`src/shared/flash_guard_pkg.sv`:
```
package flash_guard_pkg;
	// Register byte offsets on the bus.
	localparam logic [7:0] OFS_CONTROL = 8'h00;
	localparam logic [7:0] OFS_KEY = 8'h04;
	localparam logic [7:0] OFS_STATUS = 8'h08;
	localparam logic [7:0] OFS_LOCK_BYTE = 8'h0C;
	localparam logic [7:0] OFS_RESET_SOURCE = 8'h10;
	// Field positions of the control register.
	localparam int CTL_WRITE_EN_BIT = 0;
	localparam int CTL_ERASE_EN_BIT = 1;
	// Field positions of the status and reset source registers.
	localparam int STS_ARMED_BIT = 0;
	localparam int STS_DISABLED_BIT = 1;
	localparam int STS_BUSY_BIT = 2;
	localparam int STS_HALF_BIT = 3;
	localparam int STS_ERR_BIT = 4;
	localparam int RSRC_FLASH_ERR_BIT = 6;
	// Reset and erased values.
	localparam logic [1:0] CONTROL_RESET = 2'h0;
	localparam logic [7:0] LOCK_BYTE_RESET = 8'hFF;
	localparam logic [7:0] ERASED_BYTE = 8'hFF;
	// Key codes.
	localparam logic [7:0] KEY_FIRST = 8'hA5;
	localparam logic [7:0] KEY_SECOND = 8'hF1;
	// Page geometry.
	localparam int PAGE_BYTES = 512;
	localparam int PAGE_SHIFT = 9;
	// Write and erase durations and cycle counts at 40 MHz.
	localparam int CLK_MHZ = 40;
	localparam int WRITE_TIME_US = 20;
	localparam int ERASE_TIME_US = 100;
	localparam int WRITE_CYCLES = WRITE_TIME_US * CLK_MHZ;
	localparam int ERASE_CYCLES = ERASE_TIME_US * CLK_MHZ;
	// Key sequencer states.
	typedef enum logic [1:0] {
		KEY_IDLE = 2'b00,
		KEY_HALF = 2'b01,
		KEY_ARMED = 2'b10,
		KEY_DEAD = 2'b11
	} key_state_t;
endpackage : flash_guard_pkg

```
`src/rtl/flash_program_erase_guard.sv`:
```
// The implementer's own choices: the AHB-Lite interface to the registers and the address map.
`timescale 1ns/1ps
module flash_program_erase_guard
	import flash_guard_pkg::*;
#(
	parameter int ADDR_W = 13,
	parameter logic [ADDR_W-1:0] LOCK_BYTE_ADDR = 13'h1FFF,
	parameter logic [ADDR_W-1:0] RESERVED_BASE = 13'h1E00,
	parameter logic [ADDR_W-1:0] RESERVED_TOP = 13'h1FFE,
	parameter int WRITE_COUNT = WRITE_CYCLES,
	parameter int ERASE_COUNT = ERASE_CYCLES
) (
	input wire logic hclk,
	input wire logic hresetn,
	// AHB-Lite slave.
	input wire logic hsel,
	input wire logic [31:0] haddr,
	input wire logic [1:0] htrans,
	input wire logic hwrite,
	input wire logic [2:0] hsize,
	input wire logic [31:0] hwdata,
	input wire logic hready,
	output logic hreadyout,
	output logic hresp,
	output logic [31:0] hrdata,
	// Core-side access request, same clock domain.
	input wire logic core_req,
	input wire logic core_write,
	input wire logic core_read,
	input wire logic [ADDR_W-1:0] core_addr,
	input wire logic [7:0] core_wdata,
	input wire logic [ADDR_W-1:0] core_pc,
	output logic external_move_write,
	output logic core_stall,
	// Debug port request, same clock domain.
	input wire logic dbg_req,
	input wire logic dbg_write,
	input wire logic dbg_read,
	input wire logic dbg_erase,
	input wire logic dbg_device_erase,
	input wire logic [ADDR_W-1:0] dbg_addr,
	input wire logic [7:0] dbg_wdata,
	output logic dbg_refused,
	// Supply monitor status pins, asynchronous.
	input wire logic supply_mon_enable,
	input wire logic supply_mon_reset_src,
	// Flash array command port.
	output logic flash_write,
	output logic flash_page_erase,
	output logic flash_device_erase,
	output logic [ADDR_W-1:0] flash_addr,
	output logic [7:0] flash_wdata,
	input wire logic [7:0] flash_old_data,
	// Device reset request and lock byte read at reset.
	output logic flash_error_reset,
	input wire logic [7:0] lock_byte_value
);
	localparam int PAGE_W = ADDR_W - PAGE_SHIFT;
	localparam logic [15:0] WRITE_CNT16 = 16'(WRITE_COUNT);
	localparam logic [15:0] ERASE_CNT16 = 16'(ERASE_COUNT);

	// Page number of an address.
	function automatic logic [PAGE_W-1:0] page_of(input logic [ADDR_W-1:0] a);
		page_of = a[ADDR_W-1:PAGE_SHIFT];
	endfunction : page_of

	// True when an address lies in a page below the locked count.
	function automatic logic in_locked(input logic [ADDR_W-1:0] a, input logic [7:0] n);
		in_locked = ({{(16-PAGE_W){1'b0}}, page_of(a)} < {8'h00, n});
	endfunction : in_locked

	logic [1:0] control_r; // Write-enable and erase-enable.
	key_state_t key_r; // Key sequencer.
	logic [7:0] lock_count_r; // Pages locked, caught after reset.
	logic lock_caught_r; // Lock count has been taken.
	logic flash_err_flag_r; // Survives flash error resets.
	logic err_req_r; // Flash error reset request.
	logic sm_en_m, sm_en_s, sm_src_m, sm_src_s; // Supply monitor synchronisers.
	logic addr_ok_r, wr_r; // AHB data phase state.
	logic [7:0] addr_r;
	logic busy, op_done, op_start;
	logic [15:0] op_cycles;

	// Lock state derived from the sampled count.
	logic any_locked, lock_page_locked;
	assign any_locked = (lock_count_r != 8'h00);
	assign lock_page_locked = any_locked;

	// Classification of the core access.
	logic c_reserved, c_lockpage, c_lockbyte, c_locked, pc_locked, pc_lockpage;
	assign c_reserved = (core_addr >= RESERVED_BASE) && (core_addr <= RESERVED_TOP);
	assign c_lockpage = page_of(core_addr) == page_of(LOCK_BYTE_ADDR);
	assign c_lockbyte = core_addr == LOCK_BYTE_ADDR;
	assign c_locked = in_locked(core_addr, lock_count_r);
	assign pc_lockpage = page_of(core_pc) == page_of(LOCK_BYTE_ADDR);
	assign pc_locked = in_locked(core_pc, lock_count_r) || (pc_lockpage && lock_page_locked);

	// Core flash write attempts only exist while write-enable is set.
	logic c_wr, c_erase_mode, c_flash_op, c_rd;
	assign c_wr = core_req && core_write && control_r[CTL_WRITE_EN_BIT] && !busy;
	assign c_erase_mode = control_r[CTL_ERASE_EN_BIT];
	assign c_flash_op = c_wr;
	assign c_rd = core_req && core_read && !busy;
	assign external_move_write = core_req && core_write && !control_r[CTL_WRITE_EN_BIT];

	// Permission decision for core accesses.
	logic c_viol;
	always_comb begin
		c_viol = 1'b0;
		if (c_rd || c_flash_op) begin
			if (c_reserved) begin
				c_viol = 1'b1;
			end else if (c_lockpage && lock_page_locked && !pc_locked) begin
				c_viol = 1'b1;
			end else if (c_locked && !pc_locked) begin
				c_viol = 1'b1;
			end
			if (c_flash_op && c_erase_mode && c_lockpage && lock_page_locked) begin
				c_viol = 1'b1;
			end
			if (c_flash_op && !c_erase_mode && c_lockbyte && flash_old_data != ERASED_BYTE) begin
				c_viol = 1'b1;
			end
			if (c_flash_op && !(sm_en_s && sm_src_s)) begin
				c_viol = 1'b1;
			end
		end
	end

	// A core operation is carried out only with the key armed and no violation.
	logic c_go;
	assign c_go = c_flash_op && !c_viol && key_r == KEY_ARMED;

	// Debug port permission: refused accesses have no effect and no reset.
	logic d_reserved, d_lockpage, d_bad, d_go;
	assign d_reserved = (dbg_addr >= RESERVED_BASE) && (dbg_addr <= RESERVED_TOP);
	assign d_lockpage = page_of(dbg_addr) == page_of(LOCK_BYTE_ADDR);
	always_comb begin
		d_bad = d_reserved || in_locked(dbg_addr, lock_count_r) || (d_lockpage && lock_page_locked);
		if (dbg_write && dbg_addr == LOCK_BYTE_ADDR && flash_old_data != ERASED_BYTE) begin
			d_bad = 1'b1;
		end
	end
	assign d_go = dbg_req && !busy && !c_flash_op && (dbg_device_erase || !d_bad);
	assign dbg_refused = dbg_req && !dbg_device_erase && d_bad;

	// The array address follows the requester rather than the go decision.
	// The old byte feeds the permission checks, so steering on the decision
	// would close a combinational loop through the array.
	logic dbg_path;
	assign dbg_path = dbg_req && !c_flash_op;

	// Flash array commands.
	always_comb begin
		flash_write = 1'b0;
		flash_page_erase = 1'b0;
		flash_device_erase = 1'b0;
		flash_addr = dbg_path ? dbg_addr : core_addr;
		flash_wdata = (dbg_path ? dbg_wdata : core_wdata) & flash_old_data;
		if (c_go) begin
			flash_page_erase = c_erase_mode;
			flash_write = !c_erase_mode;
		end else if (d_go) begin
			flash_device_erase = dbg_device_erase;
			flash_page_erase = dbg_erase && !dbg_device_erase;
			flash_write = dbg_write && !dbg_erase && !dbg_device_erase;
		end
	end
	assign op_start = flash_write || flash_page_erase || flash_device_erase;
	// The start cycle already stalls the core, so the timer is loaded one short
	// and the whole stall lasts exactly the programmed count.
	assign op_cycles = (flash_write ? WRITE_CNT16 : ERASE_CNT16) - 16'h0001;

	// Operation timer stalls the core for the fixed duration.
	flash_op_timer #(.WIDTH(16)) u_timer (
		.hclk(hclk),
		.hresetn(hresetn),
		.start(op_start),
		.cycles(op_cycles),
		.busy(busy),
		.done(op_done)
	);
	assign core_stall = busy || op_start;

	// Supply monitor pins pass two flip-flops before use.
	always_ff @(posedge hclk or negedge hresetn) begin
		if (!hresetn) begin
			sm_en_m <= 1'b0;
			sm_en_s <= 1'b0;
			sm_src_m <= 1'b0;
			sm_src_s <= 1'b0;
		end else begin
			sm_en_m <= supply_mon_enable;
			sm_en_s <= sm_en_m;
			sm_src_m <= supply_mon_reset_src;
			sm_src_s <= sm_src_m;
		end
	end

	// Lock count is caught once after reset; later lock byte writes wait for reset.
	always_ff @(posedge hclk or negedge hresetn) begin
		if (!hresetn) begin
			lock_count_r <= 8'h00;
			lock_caught_r <= 1'b0;
		end else if (!lock_caught_r) begin
			lock_count_r <= ~lock_byte_value;
			lock_caught_r <= 1'b1;
		end
	end

	// Bus decode for register writes.
	logic ahb_take, key_wr, ctl_wr;
	assign ahb_take = hsel && hready && htrans[1];
	assign key_wr = wr_r && addr_ok_r && addr_r == OFS_KEY;
	assign ctl_wr = wr_r && addr_ok_r && addr_r == OFS_CONTROL;

	// AHB address phase capture.
	always_ff @(posedge hclk or negedge hresetn) begin
		if (!hresetn) begin
			addr_ok_r <= 1'b0;
			wr_r <= 1'b0;
			addr_r <= 8'h00;
		end else begin
			addr_ok_r <= ahb_take && haddr[31:8] == 24'h000000 && hsize == 3'h2;
			wr_r <= ahb_take && hwrite;
			addr_r <= haddr[7:0];
		end
	end

	// Control register: bits stay until software clears them.
	always_ff @(posedge hclk or negedge hresetn) begin
		if (!hresetn) begin
			control_r <= CONTROL_RESET;
		end else if (ctl_wr) begin
			control_r <= hwdata[1:0];
		end
	end

	// Key sequencer: armed only by the two codes in order.
	always_ff @(posedge hclk or negedge hresetn) begin
		if (!hresetn) begin
			key_r <= KEY_IDLE;
		end else begin
			unique case (key_r)
				KEY_IDLE: begin
					if (c_flash_op) begin
						key_r <= KEY_DEAD;
					end else if (key_wr) begin
						key_r <= (hwdata[7:0] == KEY_FIRST) ? KEY_HALF : KEY_DEAD;
					end
				end
				KEY_HALF: begin
					if (c_flash_op) begin
						key_r <= KEY_DEAD;
					end else if (key_wr) begin
						key_r <= (hwdata[7:0] == KEY_SECOND) ? KEY_ARMED : KEY_DEAD;
					end
				end
				KEY_ARMED: begin
					if (c_go) begin
						key_r <= KEY_IDLE;
					end else if (key_wr) begin
						key_r <= KEY_DEAD;
					end
				end
				KEY_DEAD: begin
					key_r <= KEY_DEAD;
				end
			endcase
		end
	end

	// Flash error request; the flag itself is cleared only by a software write of zero.
	always_ff @(posedge hclk or negedge hresetn) begin
		if (!hresetn) begin
			err_req_r <= 1'b0;
		end else begin
			err_req_r <= c_viol;
		end
	end
	assign flash_error_reset = err_req_r;

	// Flag is set by the error; only a software write of zero clears it.
	// The error request comes back as hresetn, so the flag has no reset branch:
	// it must survive that reset to tell software why the reset happened.
	// Its power-up value is undefined until the first error or write.
	always_ff @(posedge hclk) begin
		if (c_viol) begin
			flash_err_flag_r <= 1'b1;
		end else if (wr_r && addr_ok_r && addr_r == OFS_RESET_SOURCE) begin
			flash_err_flag_r <= hwdata[RSRC_FLASH_ERR_BIT];
		end
	end

	// Read data mux.
	always_ff @(posedge hclk or negedge hresetn) begin
		if (!hresetn) begin
			hrdata <= 32'h00000000;
		end else if (ahb_take && !hwrite) begin
			hrdata <= 32'h00000000;
			unique case (haddr[7:0])
				OFS_CONTROL: hrdata[1:0] <= control_r;
				OFS_STATUS: begin
					hrdata[STS_ARMED_BIT] <= key_r == KEY_ARMED;
					hrdata[STS_DISABLED_BIT] <= key_r == KEY_DEAD;
					hrdata[STS_BUSY_BIT] <= busy;
					hrdata[STS_HALF_BIT] <= key_r == KEY_HALF;
					hrdata[STS_ERR_BIT] <= op_done;
				end
				OFS_LOCK_BYTE: hrdata[7:0] <= lock_count_r;
				OFS_RESET_SOURCE: hrdata[RSRC_FLASH_ERR_BIT] <= flash_err_flag_r;
				default: hrdata <= 32'h00000000;
			endcase
		end
	end

	// The registers answer at once, so the bus never waits and never errs.
	assign hreadyout = 1'b1;
	assign hresp = 1'b0;
endmodule : flash_program_erase_guard

```
`src/rtl/flash_op_timer.sv`:
```
`timescale 1ns/1ps
// Counts a write or erase duration and reports busy until it elapses.
module flash_op_timer
	import flash_guard_pkg::*;
#(
	parameter int WIDTH = 16
) (
	input wire logic hclk,
	input wire logic hresetn,
	input wire logic start,
	input wire logic [WIDTH-1:0] cycles,
	output logic busy,
	output logic done
);
	logic [WIDTH-1:0] count_r; // Cycles still to run.

	// Load on start, count down, pulse done in the cycle after the last busy cycle.
	always_ff @(posedge hclk or negedge hresetn) begin
		if (!hresetn) begin
			count_r <= '0;
			done <= 1'b0;
		end else begin
			done <= 1'b0;
			if (start && count_r == '0) begin
				count_r <= cycles;
			end else if (count_r != '0) begin
				count_r <= count_r - 1'b1;
				done <= (count_r == {{(WIDTH-1){1'b0}}, 1'b1});
			end
		end
	end

	// Busy is decoded from the count, so it rises the cycle after start; the guard adds start itself to the stall.
	assign busy = (count_r != '0);
endmodule : flash_op_timer

```
`config.mk`:
```
export PLATFORM = sky130hd
export DESIGN_NAME = flash_program_erase_guard
export DESIGN_NICKNAME = d
export VERILOG_FILES = /design/src/shared/flash_guard_pkg.sv /design/src/rtl/flash_program_erase_guard.sv /design/src/rtl/flash_op_timer.sv
export SDC_FILE = /design/constraint.sdc
export NUM_CORES = 1
export LEC_CHECK = 0
export BUFFER_PORTS_ARGS = -buffer_cell sky130_fd_sc_hd__clkbuf_2
export CAP_MARGIN = 20
export CORE_MARGIN = 1.5
export CORE_UTILIZATION = 47
export CTS_CLUSTER_DIAMETER = 60
export DETAILED_ROUTE_END_ITERATION = 7
export PLACE_DENSITY = 0.87
export SYNTH_ARGS = -nofsm -noshare
export SYNTH_HDL_FRONTEND = slang
export SYNTH_SLANG_ARGS = --single-unit
```
`constraint.sdc`:
```
create_clock -name hclk -period 8.1 [get_ports hclk]
set_clock_uncertainty 0.1 [all_clocks]
set_input_delay 0.405 -clock hclk [delete_from_list [all_inputs] [get_ports hclk]]
set_output_delay 0.405 -clock hclk [all_outputs]
set_load 0.1 [all_outputs]
```
**Yosys cells after proc, flatten, opt, wreduce, memory -nomap -nowiden**

Index checks and enable logic that the tools add are counted.
Widths: inputs -> output; s select.

- Output and inout bits: 62
- Word-level logic and storage cells: 156
- Bits of input ports: 155
- Flip-flop bits (word level): 54

- Multiplexer cells: 35
- Eq/ne operators: 21
- Bitwise logic cells: 2
- Reductions and logical operators: 73
- Add/subtract/negate cells: 2
- $lt $le $gt $ge: 7

Operator list:

| operator | count |
|---|---|
| $logic_and 1x1->1 | 45 |
| $mux 16 | 2 |
| $eq 13x13->1 const B | 2 |
| $ge 13x13->1 const B | 2 |
| $le 13x13->1 const B | 2 |
| $logic_not 24->1 | 1 |
| $lt 4x8->1 | 3 |
| $mux 1 | 19 |
| $eq 16x1->1 const B | 1 |
| $eq 8x4->1 const B | 2 |
| $eq 8x5->1 const B | 2 |
| $eq 8x8->1 const B | 2 |
| $logic_not 16->1 | 1 |
| $logic_not 8->1 | 2 |
| $reduce_bool 16->1 | 1 |
| $sub 16x1->16 const B | 1 |
| $mux 2 | 7 |
| $mux 13 | 1 |
| $sub 12x1->13 const B | 1 |
| $eq 4x4->1 const B | 3 |
| $mux 12 | 1 |
| $logic_not 1->1 | 11 |
| $ne 3x3->1 const B | 3 |
| $and 8x8->8 | 1 |
| other kinds (16) | 24 |

**Depth between registers and ports, before layout**

- Depth in word-level cells: 20
- Depth in mapped cells: 9
- Depth with buffers taken out: 8

**Cells and area by module**

From an unflattened synthesis, not the netlist that was laid out.

- Cells, all modules: 404
- Area, all modules: 3,507.1 µm²

By module, submodules not included:

| module | instances | sequential area each (µm²) | area an instance (µm²) | cells an instance |
|---|---|---|---|---|
| flash_program_erase_guard | 1 | 920.9 | 2,503.7 | 301 |
| flash_op_timer | 1 | 425.4 | 1,003.5 | 103 |

**Worst setup path before layout**

No wires, ideal clock.

- Path kind: register to output
- From: reg u_timer.count_r[11]
- To: out flash_wdata[0]
- Cell stages (with the launch flop): 9
- Slack: 3.224 ns
- Required time: 7.595 ns
- Path buffers: 3
- Arrival: 4.371 ns
- Cell sequence: dfrtp_1 or4_1 buf_2 or4_4 clkbuf_1 o21ai_1 buf_2 nand2_1 a21boi_0

- Cells in the longest elaborated chain, start to end: 7

RTL lines:

| item | RTL line | source |
|---|---|---|
| from (decl) | flash_op_timer.sv:15 | `logic [WIDTH-1:0] count_r;` |
| from (signal assigned) | flash_op_timer.sv:25 | `count_r <= cycles;` |
| from (signal assigned) | flash_op_timer.sv:27 | `count_r <= count_r - 1'b1;` |
| $reduce_bool 16->1 | flash_op_timer.sv:34 | `assign busy = (count_r != '0);` |
| $logic_not 1->1 | flash_program_erase_guard.sv:100 | `assign c_wr = core_req && core_write && control_r[CTL_WRITE_EN_BIT] && !busy;` |
| $logic_and 1x1->1 | flash_program_erase_guard.sv:100 |  |
| $logic_not 1->1 | flash_program_erase_guard.sv:151 | `assign dbg_path = dbg_req && !c_flash_op;` |
| $logic_and 1x1->1 | flash_program_erase_guard.sv:151 |  |
| $mux 8 | flash_program_erase_guard.sv:159 | `flash_wdata = (dbg_path ? dbg_wdata : core_wdata) & flash_old_data;` |
| $and 8x8->8 | flash_program_erase_guard.sv:159 |  |
| to (decl) | flash_program_erase_guard.sv:52 | `output logic [7:0] flash_wdata,` |

Every way passes these cells.

**Worst setup path after layout**

- From: reg u_timer.count_r[5]
- To: out core_stall

- Cells in the longest elaborated chain, start to end: 17
- Elaborated cells between the ends (all ways): 32
- Classes of those cells: mux (10); reduce/logical (22)

RTL lines:

| item | RTL line | source |
|---|---|---|
| $reduce_bool 16->1 (*) | flash_op_timer.sv:34 |  |
| $logic_not 1->1 | flash_program_erase_guard.sv:100, flash_program_erase_guard.sv:103, flash_program_erase_guard.sv:144 |  |
| $logic_and 1x1->1 | flash_program_erase_guard.sv:100 |  |
| $logic_and 1x1->1 (3 in a row) | flash_program_erase_guard.sv:118 | `if (c_flash_op && c_erase_mode && c_lockpage && lock_page_locked) begin` |
| $mux 1 | flash_program_erase_guard.sv:118 |  |
| $mux 1 | flash_program_erase_guard.sv:121 | `if (c_flash_op && !c_erase_mode && c_lockbyte && flash_old_data != ERASED_BYTE) begin` |
| $mux 1 | flash_program_erase_guard.sv:124 | `if (c_flash_op && !(sm_en_s && sm_src_s)) begin` |
| $mux 1 | flash_program_erase_guard.sv:110 | `if (c_rd \|\| c_flash_op) begin` |
| $logic_not 1->1 | flash_program_erase_guard.sv:132 | `assign c_go = c_flash_op && !c_viol && key_r == KEY_ARMED;` |
| $logic_and 1x1->1 (2 in a row) | flash_program_erase_guard.sv:132 |  |
| $mux 1 | flash_program_erase_guard.sv:160 | `if (c_go) begin` |
| $logic_or 1x1->1 (2 in a row) | flash_program_erase_guard.sv:169 | `assign op_start = flash_write \|\| flash_page_erase \|\| flash_device_erase;` |
| $logic_or 1x1->1 (*) | flash_program_erase_guard.sv:183 | `assign core_stall = busy \|\| op_start;` |
| to (decl) | flash_program_erase_guard.sv:34 | `output logic core_stall,` |

Every way passes the cells marked *; elsewhere a longest branch is shown, timed or not.

==> run_results.csv <==
group,metric,value,unit
synth,synth_area,0.00345,mm2
global_route,antenna_found_initial,0,
power_and_ir_drop,leakage,2.22,nW
power_and_ir_drop,power_density,174,mW/mm2
route,wl_met3,565,um
synth,ys_async_sr_fraction,98.1,%
placed_design,gp_congestion,0.876,
sta,slew_viol_final,0,
global_route,grt_max_degree,54,
route,via_count,3401,
synth,synth_top_cell_area_share,38.4,%
global_route,grt_pass1_wl,14500,um
synth,yosysUniqueCellTypes,56,
critical_path,crit_top_cell,"nand2_1",
sta,layout_min_cycle_time,4.28,ns
clock_network,clk_path_buf_depth,2,
clock_network,cts_buffers,5,
sta,rsz0062_at_grt,"false",
finish,drive_gt1_share,32.1,%
floorplanning,io_pins,217,
global_route,grt_use_total,23.6,%
synth,avgSynthCellArea,8.60,um2
critical_path,start_kind,"register",
clock_network,clock_latency,0.31,ns
clock_network,clk_pin_slew,0.10,ns
critical_path,crit_type,"register to output port",
route,totalWireLength,8910,um
synth,synth.area.top_cells,"dfrtp_1 38%, nand2_1 9.4%, buf_4 5.7%, ha_1 4.4%, mux2i_1 2.9%",
route,drc,0,
synth,netlist_top_cells_count,"86 x nand2_1, 53 x dfrtp_1, 26 x buf_4",
critical_path,worstPathCellList,"or4_1 -> nor4_1 -> nand2_1 -> a2111oi_0 -> a221oi_1 -> nand2_1 -> clkbuf_2",
floorplanning,core,0.00718,mm2
power_and_ir_drop,peakVddDrop,0.0940,mV
finish,syn2layout_area_growth,26.2,%
sta,slew-limit-headroom,32.7,%
route,drt_iter0_drc,86,
sta,whs,0.0885,ns
finish,n_antenna_cell,0,
synth,postSynthCellCount,401,
route,met1Wirelength,3690,um
route,drtPass1Iterations,4,
finish,fill_cells,658,
sta,fmax,233,MHz
critical_path,crit_fanout,7,
synth,synth_edf_count,0,
route,viasPerCell,5.18,
route,post_drt_wl_per_cell,13.6,um
clock_network,clock_sinks,54,
critical_path,critPathArrivalTime,3.78,ns
run_status,outcome,"completed",
placed_design,io_buffer_count,155,
hold_path,min_path_type,"primary input to asynchronous set/reset pin",
clock_network,cts_hold_buf,0,
sta,worstMarginPinSlew,0.984,ns
flow_run,maxCapViolations,0,
global_route,overflow,0,
sta,post-route-period-util,52.9,%
floorplanning,die_x,88.7,um
critical_path,cp-end-kind,"output port",
synth,synth_warnings,0,
critical_path,cp_slowest_cell,"a2111oi_0",
clock_network,cts_tree,"done",
synth,yosysMostFrequentCell,"nand2_1",
synth,synth-seq-cells,54,
finish,nNetsFinal,723,
route,wl_met2,4630,um
critical_path,critPathLaunch,"u_timer.count_r[5]",
clock_network,cts_resized,0,
clock_network,clockRootBuffer,"clkbuf_8",
critical_path,cpPeakStageDelay,0.80,ns
route,drtAntennaViolNets,0,
global_route,grt_pass1_vias,3271,
critical_path,required,7.60,ns
route,route.top_layer_used,"met4",
synth,synth.largest_area_cell,"dfrtp_1",
floorplanning,fp.dieH,88.7,um
clock_network,cts_setup_buffers,0,
sta,setup-tns-final,0,ns
floorplanning,num_rows,31,
critical_path,r2r_start,"u_timer.count_r[5]",
synth,synth-main-ff-cell,"dfrtp_1",
clock_network,h-tree-depth,2,
placed_design,hpwl,7400,um
sta,setup_viol,0,
sta,finalHoldViolations,0,
synth,ys_seq_area_share,39.0,%
floorplanning,start_util,48.1,%
floorplanning,dieArea,0.00786,mm2
[report_power, final]
group          switching (mW)  leakage [nW]  internal, mW
Clock                  0.0929        0.0563        0.0942
Sequential             0.0291         0.648         0.296
Combinational           0.181          1.52        0.0657
[worst max-delay path, delay by kind of cell, from the launching register on]
family / cells / cell delay, ns
flip-flops: 1 / 0.42
AND/OR/NAND/NOR: 4 / 1.34
buffers and inverters: 1 / 0.47
AO/OA/AOI/OAI: 2 / 1.23
[routing by layer]
metal | vias to the layer above | global-route usage, %
met1 | 1587 | 30.4
li1 | 1685 | -
met3 | 4 | 3.45
met4 | 0 | 4.69
met2 | 125 | 42.2
met5 | - | 0
[flip-flops by register name (all words and copies together) (netlist names)]
| signal | cells |
|---|---|
| sm_en_s | 1 |
| flash_err_flag_r | 1 |
| addr_ok_r | 1 |
| addr_r | 8 |
| hrdata | 8 |
| flash_error_reset | 1 |
| key_r | 2 |
| sm_src_s | 1 |
| lock_count_r | 8 |
| u_timer.done | 1 |
| sm_src_m | 1 |
| control_r | 2 |
| u_timer.count_r | 16 |
| sm_en_m | 1 |
| lock_caught_r | 1 |
| wr_r | 1 |
[metrics by stage]
stage / worst slack (ns) / instances / total power, mW / utilization [%] / instance area (um2)
floorplan: 3.22 / 426 / 0.517 / - / 3540
global placement: 4.28 / 647 / 0.568 / 58.9 / 4230
detailed placement: 4.27 / 648 / 0.577 / 59.0 / 4240
CTS: 3.90 / 656 / 0.764 / 60.7 / 4350
global route: 3.61 / 656 / 0.802 / 60.7 / 4350
finish: 3.82 / 656 / 0.759 / 60.7 / 4350
[path summary, 6_finish.rpt]
kind / endpoint / slack (ns) / cells after the start
max: core_stall / 3.82 / 7
min: u_timer.count_r[8] / 0.09 / 2
max in group asynchronous: u_timer.done / 7.36 / 2
min in group hclk: sm_src_m / 0.09 / 1
min reg2reg: sm_src_s / 0.26 / 0
max reg2reg: u_timer.count_r[1] / 4.81 / 6
[area by class of cell]
| cell class | count | area (um2) | area share [%] |
|---|---|---|---|
| Multi-Input combinational cell | 325 | 1920 | 44.1 |
| Sequential cell | 54 | 1350 | 30.9 |
| Timing Repair Buffer | 158 | 802 | 18.4 |
| Tap cell | 99 | 124 | 2.84 |
| Clock buffer | 5 | 68.8 | 1.58 |
| Clock inverter | 3 | 48.8 | 1.12 |
| Inverter | 12 | 45.0 | 1.03 |
[layout by cell type (no fill, tap or decap), drive strengths merged, types with 2 or more instances in the layout]
| cell | Yosys | layout |
|---|---|---|
| o21a | 4 | 4 |
| nand4 | 9 | 9 |
| and2 | 5 | 5 |
| nand2 | 86 | 86 |
| nor4b | 3 | 3 |
| nor2b | 2 | 2 |
| dfrtp | 53 | 53 |
| nor3b | 4 | 4 |
| or2 | 2 | 2 |
| a21oi | 6 | 6 |
| xor2 | 7 | 7 |
| mux2i | 10 | 10 |
| xnor2 | 5 | 5 |
| a21o | 2 | 2 |
| ha | 12 | 12 |
| a31oi | 3 | 3 |
| buf | 29 | 3 |
| a22oi | 3 | 3 |
| nor3 | 12 | 12 |
| inv | 12 | 13 |
| nand3 | 10 | 10 |
| o31ai | 2 | 2 |
| or3 | 7 | 7 |
| o21ai | 18 | 18 |
| nor2 | 23 | 23 |
| and3 | 5 | 5 |
| a21boi | 8 | 8 |
| nand2b | 4 | 4 |
| mux2 | 3 | 3 |
| or3b | 2 | 2 |
| a22o | 3 | 3 |
| a221oi | 2 | 2 |
| nor4 | 16 | 16 |
| conb | 2 | 27 |
| clkbuf | 6 | 160 |
| or4 | 8 | 8 |
[logic make-up (layout without fill, tap and decap cells)]
group                      Yosys count  count (layout)  share of synthesized area, %
AOI/OAI and AO/OA                   58              58                          11.8
xor gates and xnor gates            12              12                          3.05
adders and majority gates           12              12                          4.35
buffers and inverters               47             178                          8.05
DFF                                 54              54                          39.0
muxes                               13              13                          3.88
other                                2              27                         0.218
and+or+nand+nor                    203             203                          29.6
No activity file was read; power rests on OpenSTA's default activity.
